### config.mk
export PLATFORM = sky130hd
export DESIGN_NAME = sci_top
export DESIGN_NICKNAME = d
export VERILOG_FILES = /design/src/sci_pkg.sv /design/src/sci_retry_track.sv /design/src/sci_zero_detect.sv /design/src/sci_top.sv
export SDC_FILE = /design/constraint.sdc
export NUM_CORES = 1
export LEC_CHECK = 0
export ABC_CLOCK_PERIOD_IN_PS = 1800
export BUFFER_PORTS_ARGS = -buffer_cell sky130_fd_sc_hd__buf_2
export CORE_ASPECT_RATIO = 1.25
export CORE_UTILIZATION = 41
export DETAILED_ROUTE_END_ITERATION = 12
export GPL_ROUTABILITY_DRIVEN = 0
export PLACE_DENSITY_LB_ADDON = 0.25
export SLEW_MARGIN = 20
export SYNTH_ARGS = -nofsm -noshare
export SYNTH_HDL_FRONTEND = slang
export SYNTH_SLANG_ARGS = --single-unit
### constraint.sdc
create_clock -name clock -period 1.8 [get_ports clock]
set_input_delay 0.09 -clock clock [delete_from_list [all_inputs] [get_ports clock]]
set_output_delay 0.09 -clock clock [all_outputs]
set_load 0.03 [all_outputs]
### src/sci_pkg.sv
// Purpose: shared constants and types for the smart card event flag block
// Assumes: 32-bit apb data, one 16-bit event register in the low half-word
// Notes:   offsets are byte addresses of aligned words
package sci_pkg;

  localparam int unsigned SCI_AW          = 12;
  localparam logic [11:0] SCI_OFF_EVENTS  = 12'h000;
  localparam logic [11:0] SCI_OFF_CTRL    = 12'h004;
  localparam logic [11:0] SCI_OFF_STATUS  = 12'h008;

  // event register bit positions
  localparam int unsigned SCI_RXRPT_FLAG_BIT = 13;
  localparam int unsigned SCI_TXRPT_FLAG_BIT = 12;
  localparam int unsigned SCI_BT_FLAG_BIT    = 10;
  localparam int unsigned SCI_WT_FLAG_BIT    = 9;
  localparam int unsigned SCI_GT_FLAG_BIT    = 8;
  localparam int unsigned SCI_RXRPT_EN_BIT   = 5;
  localparam int unsigned SCI_TXRPT_EN_BIT   = 4;
  localparam int unsigned SCI_BT_EN_BIT      = 2;
  localparam int unsigned SCI_WT_EN_BIT      = 1;
  localparam int unsigned SCI_GT_EN_BIT      = 0;
  localparam logic [15:0] SCI_EVENTS_IMPL    = 16'h3737;
  localparam logic [15:0] SCI_EVENTS_RESET   = 16'h0000;

  // control register: retry field in bits 1:0
  localparam int unsigned SCI_RETRY_LSB      = 0;
  localparam int unsigned SCI_RETRY_W        = 2;
  localparam logic [1:0]  SCI_RETRY_RESET    = 2'h0;

  // status register: rx attempts in 2:0, tx attempts in 10:8
  localparam int unsigned SCI_STAT_RX_LSB    = 0;
  localparam int unsigned SCI_STAT_TX_LSB    = 8;
  localparam int unsigned SCI_ATT_W          = 3;

  // five receptions of one character are four retransmissions
  localparam logic [2:0]  SCI_RX_RETRANSMITS = 3'h4;

  typedef struct packed {
    logic rx_rpt;
    logic tx_rpt;
    logic bt;
    logic wt;
    logic gt;
  } sci_evt_s;

  function automatic logic [15:0] sci_flags_of(input sci_evt_s e);
    logic [15:0] v;
    v = 16'h0000;
    v[SCI_RXRPT_FLAG_BIT] = e.rx_rpt;
    v[SCI_TXRPT_FLAG_BIT] = e.tx_rpt;
    v[SCI_BT_FLAG_BIT]    = e.bt;
    v[SCI_WT_FLAG_BIT]    = e.wt;
    v[SCI_GT_FLAG_BIT]    = e.gt;
    return v;
  endfunction : sci_flags_of

endpackage : sci_pkg

### src/sci_retry_track.sv
// Purpose: count failed attempts of one character and flag the last one
// Assumes: done is a one-cycle pulse per character, err valid with it
// Notes:   a clean character restarts the count
`timescale 1ns/1ps
module sci_retry_track
  import sci_pkg::*;
#(
  parameter int unsigned CW = 3
) (
  input  wire logic          clock,
  input  wire logic          sys_rst,
  input  wire logic          done,
  input  wire logic          err,
  input  wire logic [CW-1:0] limit,
  output logic               hit_q,
  output logic [CW-1:0]      attempts_q
);

  logic          at_limit;
  logic          hit_d;
  logic [CW-1:0] attempts_d;

  assign at_limit   = (attempts_q >= limit);
  assign hit_d      = done && err && at_limit;
  assign attempts_d = !done ? attempts_q :
                      (!err || at_limit) ? '0 : CW'(attempts_q + 1'b1);

  always_ff @(posedge clock) begin
    if (sys_rst) begin
      hit_q      <= 1'b0;
      attempts_q <= '0;
    end else begin
      hit_q      <= hit_d;
      attempts_q <= attempts_d;
    end
  end

endmodule : sci_retry_track

### src/sci_zero_detect.sv
// Purpose: one-cycle pulse when a down counter arrives at zero
// Assumes: counter runs on the same clock
// Notes:   a counter sitting at zero out of reset gives no pulse
`timescale 1ns/1ps
module sci_zero_detect
  import sci_pkg::*;
#(
  parameter int unsigned W = 16
) (
  input  wire logic         clock,
  input  wire logic         sys_rst,
  input  wire logic [W-1:0] count,
  output logic              hit_q
);

  logic nonzero_q;
  logic is_zero;

  assign is_zero = (count == '0);

  always_ff @(posedge clock) begin
    if (sys_rst) begin
      nonzero_q <= 1'b0;
      hit_q     <= 1'b0;
    end else begin
      nonzero_q <= !is_zero;
      hit_q     <= is_zero && nonzero_q;
    end
  end

endmodule : sci_zero_detect

### src/sci_top.sv
// Purpose: smart card event flags, enables and combined request, apb slave
// Assumes: detectors and time counters share clock; 50 MHz
// Notes:   one wait state on every apb access
//
// Operation
// - rx flag after five failed receptions
// - tx flag on error after last retry
// - block time flag when counter hits zero
// - waiting time flag when counter hits zero
// - guard time flag when counter hits zero
// - rx repeat request gated by its enable
// - tx repeat request gated by its enable
// - block time request gated by its enable
// - waiting time request gated by its enable
// - guard time request gated by its enable
// - flags software writable, all zero at reset
// - unimplemented bits read zero, ignore writes
//
// The APB slave port and the register addresses are this design's own decisions.
`timescale 1ns/1ps
module sci_top
  import sci_pkg::*;
#(
  parameter int unsigned CNT_W = 16
) (
  input  wire logic              clock,
  input  wire logic              sys_rst,
  input  wire logic              psel,
  input  wire logic              penable,
  input  wire logic              pwrite,
  input  wire logic [SCI_AW-1:0] paddr,
  input  wire logic [31:0]       pwdata,
  output logic [31:0]            prdata,
  output logic                   pready,
  output logic                   pslverr,
  input  wire logic              rx_char_done,
  input  wire logic              rx_parity_err,
  input  wire logic              tx_char_done,
  input  wire logic              tx_line_err,
  input  wire logic [CNT_W-1:0]  block_time_count,
  input  wire logic [CNT_W-1:0]  waiting_time_count,
  input  wire logic [CNT_W-1:0]  guard_time_count,
  output logic                   sc_irq
);

  logic [15:0]            events_q;
  logic [15:0]            events_d;
  logic [SCI_RETRY_W-1:0] transmit_retry_count_q;
  logic [SCI_RETRY_W-1:0] transmit_retry_count_d;
  logic                   pready_q;
  logic                   pslverr_q;
  logic [31:0]            prdata_q;
  logic                   sc_irq_q;
  logic [SCI_ATT_W-1:0]   rx_attempts;
  logic [SCI_ATT_W-1:0]   tx_attempts;
  sci_evt_s               evt;
  logic                   hit_rx;
  logic                   hit_tx;
  logic                   hit_bt;
  logic                   hit_wt;
  logic                   hit_gt;

  // ---------------- event sources
  sci_retry_track #(.CW(SCI_ATT_W)) u_rx_track (
    .clock      (clock),
    .sys_rst    (sys_rst),
    .done       (rx_char_done),
    .err        (rx_parity_err),
    .limit      (SCI_RX_RETRANSMITS),
    .hit_q      (hit_rx),
    .attempts_q (rx_attempts)
  );

  sci_retry_track #(.CW(SCI_ATT_W)) u_tx_track (
    .clock      (clock),
    .sys_rst    (sys_rst),
    .done       (tx_char_done),
    .err        (tx_line_err),
    .limit      ({1'b0, transmit_retry_count_q}),
    .hit_q      (hit_tx),
    .attempts_q (tx_attempts)
  );

  sci_zero_detect #(.W(CNT_W)) u_bt_zero (
    .clock   (clock),
    .sys_rst (sys_rst),
    .count   (block_time_count),
    .hit_q   (hit_bt)
  );

  sci_zero_detect #(.W(CNT_W)) u_wt_zero (
    .clock   (clock),
    .sys_rst (sys_rst),
    .count   (waiting_time_count),
    .hit_q   (hit_wt)
  );

  sci_zero_detect #(.W(CNT_W)) u_gt_zero (
    .clock   (clock),
    .sys_rst (sys_rst),
    .count   (guard_time_count),
    .hit_q   (hit_gt)
  );

  // detectors drive plain wires so the struct has a single driver
  assign evt = '{rx_rpt: hit_rx, tx_rpt: hit_tx, bt: hit_bt, wt: hit_wt, gt: hit_gt};

  // ---------------- apb decode
  logic        acc;
  logic        wr_fire;
  logic        hit_events;
  logic        hit_ctrl;
  logic        hit_status;
  logic        mapped;
  logic [15:0] hw_set;
  logic [15:0] wr_val;
  logic [31:0] rd_mux;

  assign acc        = psel && penable && !pready_q;
  // writes land only on the edge where pready is seen high
  assign wr_fire    = psel && penable && pready_q && pwrite && !pslverr_q;
  assign hit_events = (paddr == SCI_OFF_EVENTS);
  assign hit_ctrl   = (paddr == SCI_OFF_CTRL);
  assign hit_status = (paddr == SCI_OFF_STATUS);
  assign mapped     = hit_events || hit_ctrl || hit_status;

  assign hw_set   = sci_flags_of(evt);
  assign wr_val   = pwdata[15:0] & SCI_EVENTS_IMPL;
  // set wins over a software clear in the same cycle
  assign events_d = hw_set | ((wr_fire && hit_events) ? wr_val : events_q);

  assign transmit_retry_count_d = (wr_fire && hit_ctrl) ?
      pwdata[SCI_RETRY_LSB +: SCI_RETRY_W] : transmit_retry_count_q;

  always_comb begin
    rd_mux = 32'h0000_0000;
    if (hit_events) begin
      rd_mux[15:0] = events_q & SCI_EVENTS_IMPL;
    end else if (hit_ctrl) begin
      rd_mux[SCI_RETRY_LSB +: SCI_RETRY_W] = transmit_retry_count_q;
    end else if (hit_status) begin
      rd_mux[SCI_STAT_RX_LSB +: SCI_ATT_W] = rx_attempts;
      rd_mux[SCI_STAT_TX_LSB +: SCI_ATT_W] = tx_attempts;
    end
  end

  // ---------------- combined request
  logic irq_d;
  assign irq_d =
      (events_q[SCI_RXRPT_FLAG_BIT] && events_q[SCI_RXRPT_EN_BIT]) ||
      (events_q[SCI_TXRPT_FLAG_BIT] && events_q[SCI_TXRPT_EN_BIT]) ||
      (events_q[SCI_BT_FLAG_BIT]    && events_q[SCI_BT_EN_BIT])    ||
      (events_q[SCI_WT_FLAG_BIT]    && events_q[SCI_WT_EN_BIT])    ||
      (events_q[SCI_GT_FLAG_BIT]    && events_q[SCI_GT_EN_BIT]);

  always_ff @(posedge clock) begin
    if (sys_rst) begin
      events_q               <= SCI_EVENTS_RESET;
      transmit_retry_count_q <= SCI_RETRY_RESET;
      sc_irq_q               <= 1'b0;
    end else begin
      events_q               <= events_d;
      transmit_retry_count_q <= transmit_retry_count_d;
      sc_irq_q               <= irq_d;
    end
  end

  always_ff @(posedge clock) begin
    if (sys_rst) begin
      pready_q  <= 1'b0;
      pslverr_q <= 1'b0;
      prdata_q  <= 32'h0000_0000;
    end else begin
      pready_q  <= acc;
      pslverr_q <= acc && !mapped;
      prdata_q  <= (acc && !pwrite) ? rd_mux : 32'h0000_0000;
    end
  end

  assign prdata  = prdata_q;
  assign pready  = pready_q;
  assign pslverr = pslverr_q;
  assign sc_irq  = sc_irq_q;

  // ---------------- checks
  property p_rx_five;
    @(posedge clock) disable iff (sys_rst)
      (rx_char_done && rx_parity_err && rx_attempts == 3'h4) |=> ##1
        events_q[SCI_RXRPT_FLAG_BIT];
  endproperty
  a_rx_five: assert property (p_rx_five) else $error("rx repeat flag missed");

  property p_rx_early;
    @(posedge clock) disable iff (sys_rst)
      (rx_char_done && rx_attempts != 3'h4) |=> !evt.rx_rpt;
  endproperty
  a_rx_early: assert property (p_rx_early) else $error("rx repeat flag too early");

  property p_tx_last;
    @(posedge clock) disable iff (sys_rst)
      (tx_char_done && tx_line_err && tx_attempts == {1'b0, transmit_retry_count_q})
        |=> evt.tx_rpt;
  endproperty
  a_tx_last: assert property (p_tx_last) else $error("tx repeat event missed");

  property p_bt_zero;
    @(posedge clock) disable iff (sys_rst)
      ($past(block_time_count) != '0 && block_time_count == '0) |=> ##1
        events_q[SCI_BT_FLAG_BIT];
  endproperty
  a_bt_zero: assert property (p_bt_zero) else $error("block time flag missed");

  property p_wt_quiet;
    @(posedge clock) disable iff (sys_rst)
      (waiting_time_count != '0) |=> !evt.wt;
  endproperty
  a_wt_quiet: assert property (p_wt_quiet) else $error("waiting time flag spurious");

  property p_gt_zero;
    @(posedge clock) disable iff (sys_rst)
      ($past(guard_time_count) != '0 && guard_time_count == '0) |=> evt.gt;
  endproperty
  a_gt_zero: assert property (p_gt_zero) else $error("guard time event missed");

  property p_irq_gate;
    @(posedge clock) disable iff (sys_rst)
      ((events_q & {10'h000, events_q[13:8]}) == 16'h0000 ||
       (events_q[13:8] & events_q[5:0]) == 6'h00) |=> !sc_irq;
  endproperty
  a_irq_gate: assert property (p_irq_gate) else $error("request without enabled flag");

  property p_irq_on;
    @(posedge clock) disable iff (sys_rst)
      ((events_q[13:8] & events_q[5:0]) != 6'h00) |=> sc_irq;
  endproperty
  a_irq_on: assert property (p_irq_on) else $error("enabled flag gave no request");

  property p_unimpl;
    @(posedge clock) disable iff (sys_rst)
      (events_q & ~SCI_EVENTS_IMPL) == 16'h0000;
  endproperty
  a_unimpl: assert property (p_unimpl) else $error("unimplemented bit set");

  property p_set_wins;
    @(posedge clock) disable iff (sys_rst)
      (evt.gt && wr_fire && hit_events) |=> events_q[SCI_GT_FLAG_BIT];
  endproperty
  a_set_wins: assert property (p_set_wins) else $error("clear beat hardware set");

  property p_sticky;
    @(posedge clock) disable iff (sys_rst)
      (events_q[SCI_BT_FLAG_BIT] && !(wr_fire && hit_events)) |=>
        events_q[SCI_BT_FLAG_BIT];
  endproperty
  a_sticky: assert property (p_sticky) else $error("flag dropped without write");

  property p_sw_write;
    @(posedge clock) disable iff (sys_rst)
      (wr_fire && hit_events && hw_set == 16'h0000) |=>
        events_q == ($past(pwdata[15:0]) & SCI_EVENTS_IMPL);
  endproperty
  a_sw_write: assert property (p_sw_write) else $error("software write not stored");

  property p_reset_zero;
    @(posedge clock) $past(sys_rst) |-> (events_q == 16'h0000 && !sc_irq);
  endproperty
  a_reset_zero: assert property (p_reset_zero) else $error("nonzero after reset");

  property p_apb_answer;
    @(posedge clock) disable iff (sys_rst)
      (psel && penable && !pready) |=> pready;
  endproperty
  a_apb_answer: assert property (p_apb_answer) else $error("no ready after access");

  property p_ready_pulse;
    @(posedge clock) disable iff (sys_rst)
      pready |=> !pready;
  endproperty
  a_ready_pulse: assert property (p_ready_pulse) else $error("ready held too long");

  property p_tx_early;
    @(posedge clock) disable iff (sys_rst)
      (tx_char_done && tx_attempts < {1'b0, transmit_retry_count_q}) |=> !evt.tx_rpt;
  endproperty
  a_tx_early: assert property (p_tx_early) else $error("tx repeat event too early");

  property p_bt_quiet;
    @(posedge clock) disable iff (sys_rst)
      (block_time_count != '0) |=> !evt.bt;
  endproperty
  a_bt_quiet: assert property (p_bt_quiet) else $error("block time event spurious");

  property p_wt_zero;
    @(posedge clock) disable iff (sys_rst)
      ($past(waiting_time_count) != '0 && waiting_time_count == '0) |=> evt.wt;
  endproperty
  a_wt_zero: assert property (p_wt_zero) else $error("waiting time event missed");

  property p_gt_quiet;
    @(posedge clock) disable iff (sys_rst)
      (guard_time_count != '0) |=> !evt.gt;
  endproperty
  a_gt_quiet: assert property (p_gt_quiet) else $error("guard time event spurious");

  property p_rx_irq;
    @(posedge clock) disable iff (sys_rst)
      (events_q[SCI_RXRPT_FLAG_BIT] && events_q[SCI_RXRPT_EN_BIT]) |=> sc_irq;
  endproperty
  a_rx_irq: assert property (p_rx_irq) else $error("rx repeat request missed");

  property p_tx_irq;
    @(posedge clock) disable iff (sys_rst)
      (events_q[SCI_TXRPT_FLAG_BIT] && events_q[SCI_TXRPT_EN_BIT]) |=> sc_irq;
  endproperty
  a_tx_irq: assert property (p_tx_irq) else $error("tx repeat request missed");

endmodule : sci_top

==> results, run 1 <==
- The count of input and output buffers is between 90 and 100.
- Global routing used between 10% and 20% of the available tracks.
- The first TritonRoute pass finished after 4 iterations.
- The total non-filler cell area in the finished layout is 0.00240 mm².
- The die is between 70 and 80 µm tall.
- For the finished layout, the period the worst path requires is 1.57 ns.
- The number of rows created at floorplan is 27.
- The final setup skew is roughly 0.0051 ns.
- Counting flops with an async set or reset pin after synthesis yields a share of 0%.
- The number of global-route vias before repair is roughly 1600.
- The final layout contains routed wiring with a total length of 4.01 mm.
- roughly 140 I/O pins were placed.
- Clock-pin slew was measured on the worst setup and hold paths at approximately 0.070 ns.
- The sort of element at the start of the critical path is a flop.
- Counting instances in the post-synthesis netlist gives the leading cell types as sky130_fd_sc_hd__dfxtp_1, sky130_fd_sc_hd__buf_4, sky130_fd_sc_hd__a21oi_1.
- The path class of the tightest hold or removal check is in2reg.
- The most used flip-flop cell after synthesis is sky130_fd_sc_hd__dfxtp_1.
- The sequential cell area in the final layout is approximately 780 µm².
- The number of design-rule violations left by the first detailed-router iteration is 73.
- In the final layout, the multi-input gates occupy roughly 960 µm².
- The HPWL after detailed placement is 3.15 mm.
- The synthesized design devotes to its leading area cell type about two fifths of total area.
- The synthesized design contains 0 enable-type register cells.
- The count of vias placed by the detailed router is roughly 1800.
- STA puts the critical path data arrival time at between 1.5 and 2 ns.
- Yosys printed 0 warnings.
- The max-slew headroom at the worst pin is 64.0%.
- The pin slew with the least headroom to its limit is approximately 0.54 ns.
- Setup repair after global routing left no endpoint under its margin.
- Setup violations remaining at the end of the flow were counted as 0.
- The number of cells after detailed placement is ~350.
- Dividing the final minimum period by the clock period gives between 80% and 90%.
- Entering global routing, the biggest net connects 32 pins.
- In the post-synthesis netlist, the biggest area contributors are sky130_fd_sc_hd__dfxtp_1, sky130_fd_sc_hd__buf_4, sky130_fd_sc_hd__a21oi_1.
- The maximum achievable frequency is between 0.6 and 0.7 GHz.
- The antenna violation net count after detailed routing is 0.
- After the flow finishes, the layout carries non-filler instances totaling roughly 350.
- The portion of the post-synthesis area used by sequential elements is about 41%.
- The first global-routing pass estimated between 6 and 7 mm of wire.
- The final-layout fill cell count is around 450.
- The worst setup slack after layout is around 0.23 ns.
- The initial utilization of the core area, before any placement, comes to 42.6%.
- The flow ran to the end, and the final reports show no timing, DRC or antenna violations.
- The number of max-slew violations in the final report is 0.
- The placement-stage cell area is 0.00230 mm².
- After clock tree synthesis, the flow added hold-fix buffers numbering 0.
- The required time at the endpoint of the critical path is between 2 and 2.5 ns.
- After detailed routing, the number of vias per cell comes to 4.95.
- The leakage power figure is 1.07 nW.
- The clock passes through at most 2 buffers.
- At the later pin of the worst-skew pair, clock insertion delay measures slightly below 0.3 ns.
- In this run the worst path has a maximum fanout of 4.
- The worst setup slack before clock tree synthesis is 0.0811 ns.
- Across the VDD grid, the largest voltage drop is between 200 and 300 µV.
- The sink count of the clock tree is 39.
- The average wire length per cell after detail routing is ~11 µm.
- For the final routed database, the setup TNS stands at 0 ns.
- The critical path class is reg2reg.
- The share of final-layout standard cells stronger than drive strength 1 is 36.5%.
- The final core area utilization is between 50% and 60%.
- Hold is met by approximately 0.042 ns.
- The floorplan step set the die width to between 60 and 70 µm.
- The mean instance size in the synthesized netlist is around 9 µm².
- The global-route congestion overflow total is 0.
- Total power for the finished layout comes to about 1.7 mW.
- The final layout contains between 400 and 500 nets.
- The post-synthesis instance area is 0.00189 mm².
- The H-tree was split into 2 levels.
- The area growth from synthesis to layout is 27.1%.
- The tool flagged a number of max-cap violations equal to 0.
- Of all cell types, the one taking the most synthesized area is sky130_fd_sc_hd__dfxtp_1.
- The CTS root buffer is sky130_fd_sc_hd__clkbuf_8.
- In the routed design, unresolved DRC markers number 0.
- Synthesis produced a netlist whose cell count is between 200 and 250.
- In this run the standard cell core region covers 0.00443 mm².
- The die covers roughly 0.0049 mm².
- The total of flip-flops plus latches after synthesis is 39.
- The worst setup path is captured at a flop.
- The clock buffer count from CTS is 5.
- The number of antenna violations at the first check in global routing is 0.
- In the post-synthesis netlist, the cell with the most instances is sky130_fd_sc_hd__dfxtp_1.
- Synthesis instantiated 38 different standard cells from the library.
- The total power per unit cell area is approximately 700 mW/mm².
- The repair_antennas step left the layout with diodes totalling 0.
- The final hold violation count is 0.
- The clock tree from TritonCTS is built.
[power breakdown]
group,switching [mW],internal [mW],total [mW]
Sequential,0.00504,0.872,0.877
Combinational,0.130,0.0851,0.215
Clock,0.280,0.300,0.580
[sequential cells by signal, summed over array words and instances, names as in the netlist, 2 cells and up]
name and count:
events_q 10, prdata 10, u_rx_track.attempts_q 3, u_tx_track.attempts_q 3
transmit_retry_count_q 2
[per-layer routing]
layer  share of wire (%)  global-route usage, %
met1                  37                   16.3
met2                  53                   34.5
met4                 2.1                   7.67
met3                 8.3                   4.71
met5                   0                      0
[worst max-delay path: stages, from the launching register on]
cell and delay (ns):
sky130_fd_sc_hd__dfxtp_1 0.37, sky130_fd_sc_hd__inv_1 0.07, sky130_fd_sc_hd__ha_1 0.26, sky130_fd_sc_hd__nand2b_1 0.19, sky130_fd_sc_hd__a2111oi_4 0.36, sky130_fd_sc_hd__nand3_1 0.11, sky130_fd_sc_hd__a21oi_1 0.13
[cell usage in the layout (no fill, tap or decap), types with 2 or more instances in the layout]
master and count:
sky130_fd_sc_hd__dfxtp_1 39, sky130_fd_sc_hd__conb_1 22, sky130_fd_sc_hd__nand2b_1 10, sky130_fd_sc_hd__buf_2 91
sky130_fd_sc_hd__mux2i_1 8, sky130_fd_sc_hd__buf_4 3, sky130_fd_sc_hd__clkbuf_8 6, sky130_fd_sc_hd__nor4_1 12
sky130_fd_sc_hd__and4b_1 2, sky130_fd_sc_hd__nor2_1 11, sky130_fd_sc_hd__inv_1 5, sky130_fd_sc_hd__nor3_1 3
sky130_fd_sc_hd__a21oi_1 17, sky130_fd_sc_hd__o21ai_0 9, sky130_fd_sc_hd__nor2b_1 5, sky130_fd_sc_hd__nand2_1 6
sky130_fd_sc_hd__and3_1 5, sky130_fd_sc_hd__nor3b_1 3, sky130_fd_sc_hd__a31oi_1 4, sky130_fd_sc_hd__nand4_1 4
sky130_fd_sc_hd__ha_1 5, sky130_fd_sc_hd__nor4_4 2, sky130_fd_sc_hd__nand3_1 10
[repair_timing]
action / 4_1_cts / 5_1_grt
buffers inserted: 0 / 0
resized for setup: 0 / 1
setup endpoints to repair: 0 / 3
[area by class of cell]
cell class / instances / share of cell area [%]
Clock inverter: 1 / 0.209
Timing Repair Buffer: 94 / 19.9
Multi-Input combinational cell: 151 / 40.1
Sequential cell: 39 / 32.6
Tap cell: 58 / 3.03
Inverter: 5 / 0.782
Clock buffer: 6 / 3.44
[path summary, 6_finish.rpt]
kind / from / end / slack [ns] / cells past startpoint
max: u_tx_track.attempts_q[0] / u_tx_track.attempts_q[1] / 0.23 / 6
min: pwdata[5] / events_q[5] / 0.04 / 3
max reg2reg: u_tx_track.attempts_q[0] / u_tx_track.attempts_q[1] / 0.23 / 6
min reg2reg: u_wt_zero.nonzero_q / u_wt_zero.hit_q / 0.45 / 1
[cell families (layout without fill, tap and decap cells)]
kind of cell	Yosys count	count (layout)	synth area share, %
other	1	22	0.199
DFF	39	39	41.4
AOI/OAI and AO/OA	38	38	12.6
buffers and inverters	36	106	12.5
adders and majority gates	5	5	3.32
and+or+nand+nor	77	77	25.1
muxes	9	9	4.84
Note: power is estimated with default switching activity, not from simulation.
==> run 2, diff against run 1 <==
--- a/config.mk
+++ b/config.mk
@@ -8,6 +8,7 @@
 export ABC_CLOCK_PERIOD_IN_PS = 1800
 export BUFFER_PORTS_ARGS = -buffer_cell sky130_fd_sc_hd__buf_2
 export CORE_ASPECT_RATIO = 1.25
+export CORE_MARGIN = 5
 export CORE_UTILIZATION = 41
 export DETAILED_ROUTE_END_ITERATION = 12
 export GPL_ROUTABILITY_DRIVEN = 0
==> results, run 2 (same netlist as run 1, synthesis figures left out) <==
- Setup repair after global routing left no endpoint under its margin.
- The maximum achievable frequency was 0.614 GHz (-3.6%).
- The effective utilization at floorplan is 42.6% (unchanged).
- The vertical die dimension came to 85.8 µm (+10%).
- The most critical setup path has its startpoint at u_tx_track.attempts_q[0].
- The placement-stage cell area is 0.00230 mm² (unchanged).
- The clock latency on the worst-skew pair is 0.29 ns (about the same).
- The logic depth of the worst register-to-register path is 6 (unchanged).
- The max-slew headroom at the worst pin came to 63.5% (-0.48 points).
- The via-per-instance ratio is 4.81 (-2.7%).
- The number of buffers between clock root and the deepest sink is 2 (unchanged).
- The library cells used most frequently in the layout, excluding fill and tap cells, are sky130_fd_sc_hd__buf_2, sky130_fd_sc_hd__dfxtp_1, sky130_fd_sc_hd__conb_1.
- The number of design-rule violations left by the first detailed-router iteration is 105 (+44%).
- The worst voltage drop across the vdd grid came to 304 µV (+17%).
- The die outline width came to 70.7 µm (+13%).
- The final setup skew is 0.00648 ns (+0.00141 ns).
- The number of max-slew violations in the final report is 0 (unchanged).
- The clock buffer count from CTS is 5 (unchanged).
- The sink count of the clock tree is 39 (unchanged).
- The total routed wirelength was 4.26 mm (+6.1%).
- The number of cells after detailed placement is 347 (unchanged).
- The count of input and output buffers is 91 (unchanged).
- The number of global-route vias before repair is 1613 (-0.12%).
- The number of rows created at floorplan is 27 (unchanged).
- The capturing instance or port of the critical path is u_tx_track.attempts_q[1].
- The minimum clock period is 1.63 ns (+0.0589 ns).
- In this run the most critical hold path is launched from pwdata[5].
- The final-stage net count is 402 (unchanged).
- The first-pass GRT wire length came to 6.70 mm (+0.40%).
- The count of maximum capacitance violations came to 0 (unchanged).
- The terminus of the critical flop-to-flop path is u_tx_track.attempts_q[1].
- The antenna violation net count after detailed routing was 0 (unchanged).
- The final hold violation count is 0 (unchanged).
- The critical path class is reg2reg.
- The final sum of negative setup slack is 0 ns (unchanged).
- The total routing resource utilization after global routing came to 13.8% (-3.6 points).
- The half-perimeter wire length after placement is 3.48 mm (+11%).
- The largest fanout on the critical path is 4 (unchanged).
- The area growth from synthesis to layout is 27.0%.
- The number of antenna violations at the first check in global routing came to 0 (unchanged).
- The leakage power figure came to 1.06 nW (-0.55%).
- The pin count of the biggest net entering global routing is 32 (unchanged).
- The total power per unit cell area came to 691 mW/mm² (-0.87%).
- The average wire length per cell after detail routing is 12.0 µm (+5.8%).
- The total non-filler cell area in the finished layout is 0.00240 mm² (-0.10%).
- The core footprint is 0.00443 mm² (unchanged).
- The non-filler instance count after layout is 355 (+0.28%).
- The worst-path cell with the longest stage delay is sky130_fd_sc_hd__a2111oi_4.
- The worst-case hold slack is 0.0393 ns (-0.00266 ns).
- The launch point of the worst reg-to-reg path is u_tx_track.attempts_q[0].
- Leaving out fill and tap cells, the most frequent cell in the layout is sky130_fd_sc_hd__buf_2.
- The minimum setup slack among reg-to-reg paths is 0.17 ns (-0.06 ns).
- The number of detailed-route iterations in the first pass came to 4 (unchanged).
- The critical path capture point type is a flop.
- The area of the die is 0.00607 mm² (+24%).
- The global-route congestion overflow total is 0 (unchanged).
- The cell sitting at the root of the clock tree is a sky130_fd_sc_hd__clkbuf_8.
- The clock transition at the registers of the reported paths came to 0.08 ns (about the same).
- The DRC violation count after routing was 0 (unchanged).
- The number of endpoints failing setup at the final stage was 0 (unchanged).
- The H-tree level count is 2 (unchanged).
- Walking the worst path, the cells encountered are inv_1 -> ha_1 -> nand2b_1 -> a2111oi_4 -> nand3_1 -> a21oi_1.
- The min-delay analysis places its worst path in the category in2reg.
- The number of top-level design ports is 136 (unchanged).
- The number of buffers inserted for hold repair after clock tree synthesis is 0 (unchanged).
- The required time at the endpoint of the critical path was 2.02 ns (about the same).
- The pin slew with the least headroom to its limit is 0.548 ns (+0.00724 ns).
- The delay of the slowest cell on the worst path came to 0.41 ns (+0.04 ns).
- The share of final-layout standard cells stronger than drive strength 1 is 36.4% (-0.12 points).
- The share of the clock period used by the worst path after layout is 90.5% (+3.3 points).
- The run finished with clean final reports.
- The data arrival time of the worst path was 1.85 ns (+0.06 ns).
- The post-CTS setup buffer count is 0 (unchanged).
- The count of vias placed by the detailed router is 1709 (-2.4%).
- The sort of element at the start of the critical path is a flop.
- The clock tree from TritonCTS is built.
- The antenna diode count is 0 (unchanged).
[run 2: cell count changes in the layout (fill, tap and decap cells not counted), sizes merged]
| cell | delta |
|---|---|
| clkinvlp | +1 |
[run 2: where the power goes]
group / internal [mW] / switching [mW] / total [mW]
logic: 0.0851 / 0.129 / 0.214
registers: 0.871 / 0.00521 / 0.877
clock network: 0.270 / 0.295 / 0.565
total: 1.23 / 0.429 / 1.66
[run 2: what timing repair did]
item | CTS | global route
setup endpoints to repair | 0 | 3
gates resized for setup | 0 | 1
endpoints found under the hold margin | 0 | 0
[run 2: area by class of cell]
type                       count  area (µm²)
clock buffer                   6        72.6
clock inverter                 2        12.5
fill                         419        2030
inverter                       5        18.8
multi-input combinational    151         961
sequential                    39         781
tap                           58        72.6
timing repair buffer          94         478
[run 2: metal layers]
metal / wire [µm] / global-route usage (%) / vias up
met5: 0 / 0 / -
met4: 74 / 6.15 / 0
li1: - / - / 876
met2: 2120 / 25.4 / 76
met1: 1600 / 14.3 / 752
met3: 453 / 4.22 / 5
[run 2: through the flow]
stage / util, % / power [mW] / setup WS (ns)
after detailed placement: 51.9 / 1.11 / 0.104
after floorplan: - / 1.05 / 0.252
after CTS: 53.9 / 1.68 / 0.0826
after global placement: 51.9 / 1.11 / 0.150
final: 54.1 / 1.66 / 0.172
after global routing: 54.1 / 1.74 / 0.0195
[run 2: worst max-delay path: cells and delay by family, from the launching register on]
| family | cells | cell delay (ns) |
|---|---|---|
| and+or+nand+nor | 2 | 0.31 |
| DFF | 1 | 0.37 |
| buffers and inverters | 1 | 0.07 |
| AOI/OAI and AO/OA | 2 | 0.55 |
| adders and majority gates | 1 | 0.26 |
[run 2: worst min path at each step]
| stage | endpoint | slack [ns] | depth (start not counted) |
|---|---|---|---|
| 2_1_floorplan | pready | 0.17 | 1 |
| 3_3_place_gp | events_q[5] | 0.35 | 3 |
| 3_5_place_dp | events_q[5] | 0.35 | 3 |
| 4_1_cts | events_q[5] | 0.03 | 3 |
| 5_1_grt | events_q[4] | 0.05 | 3 |
| 6_report | events_q[5] | 0.04 | 3 |
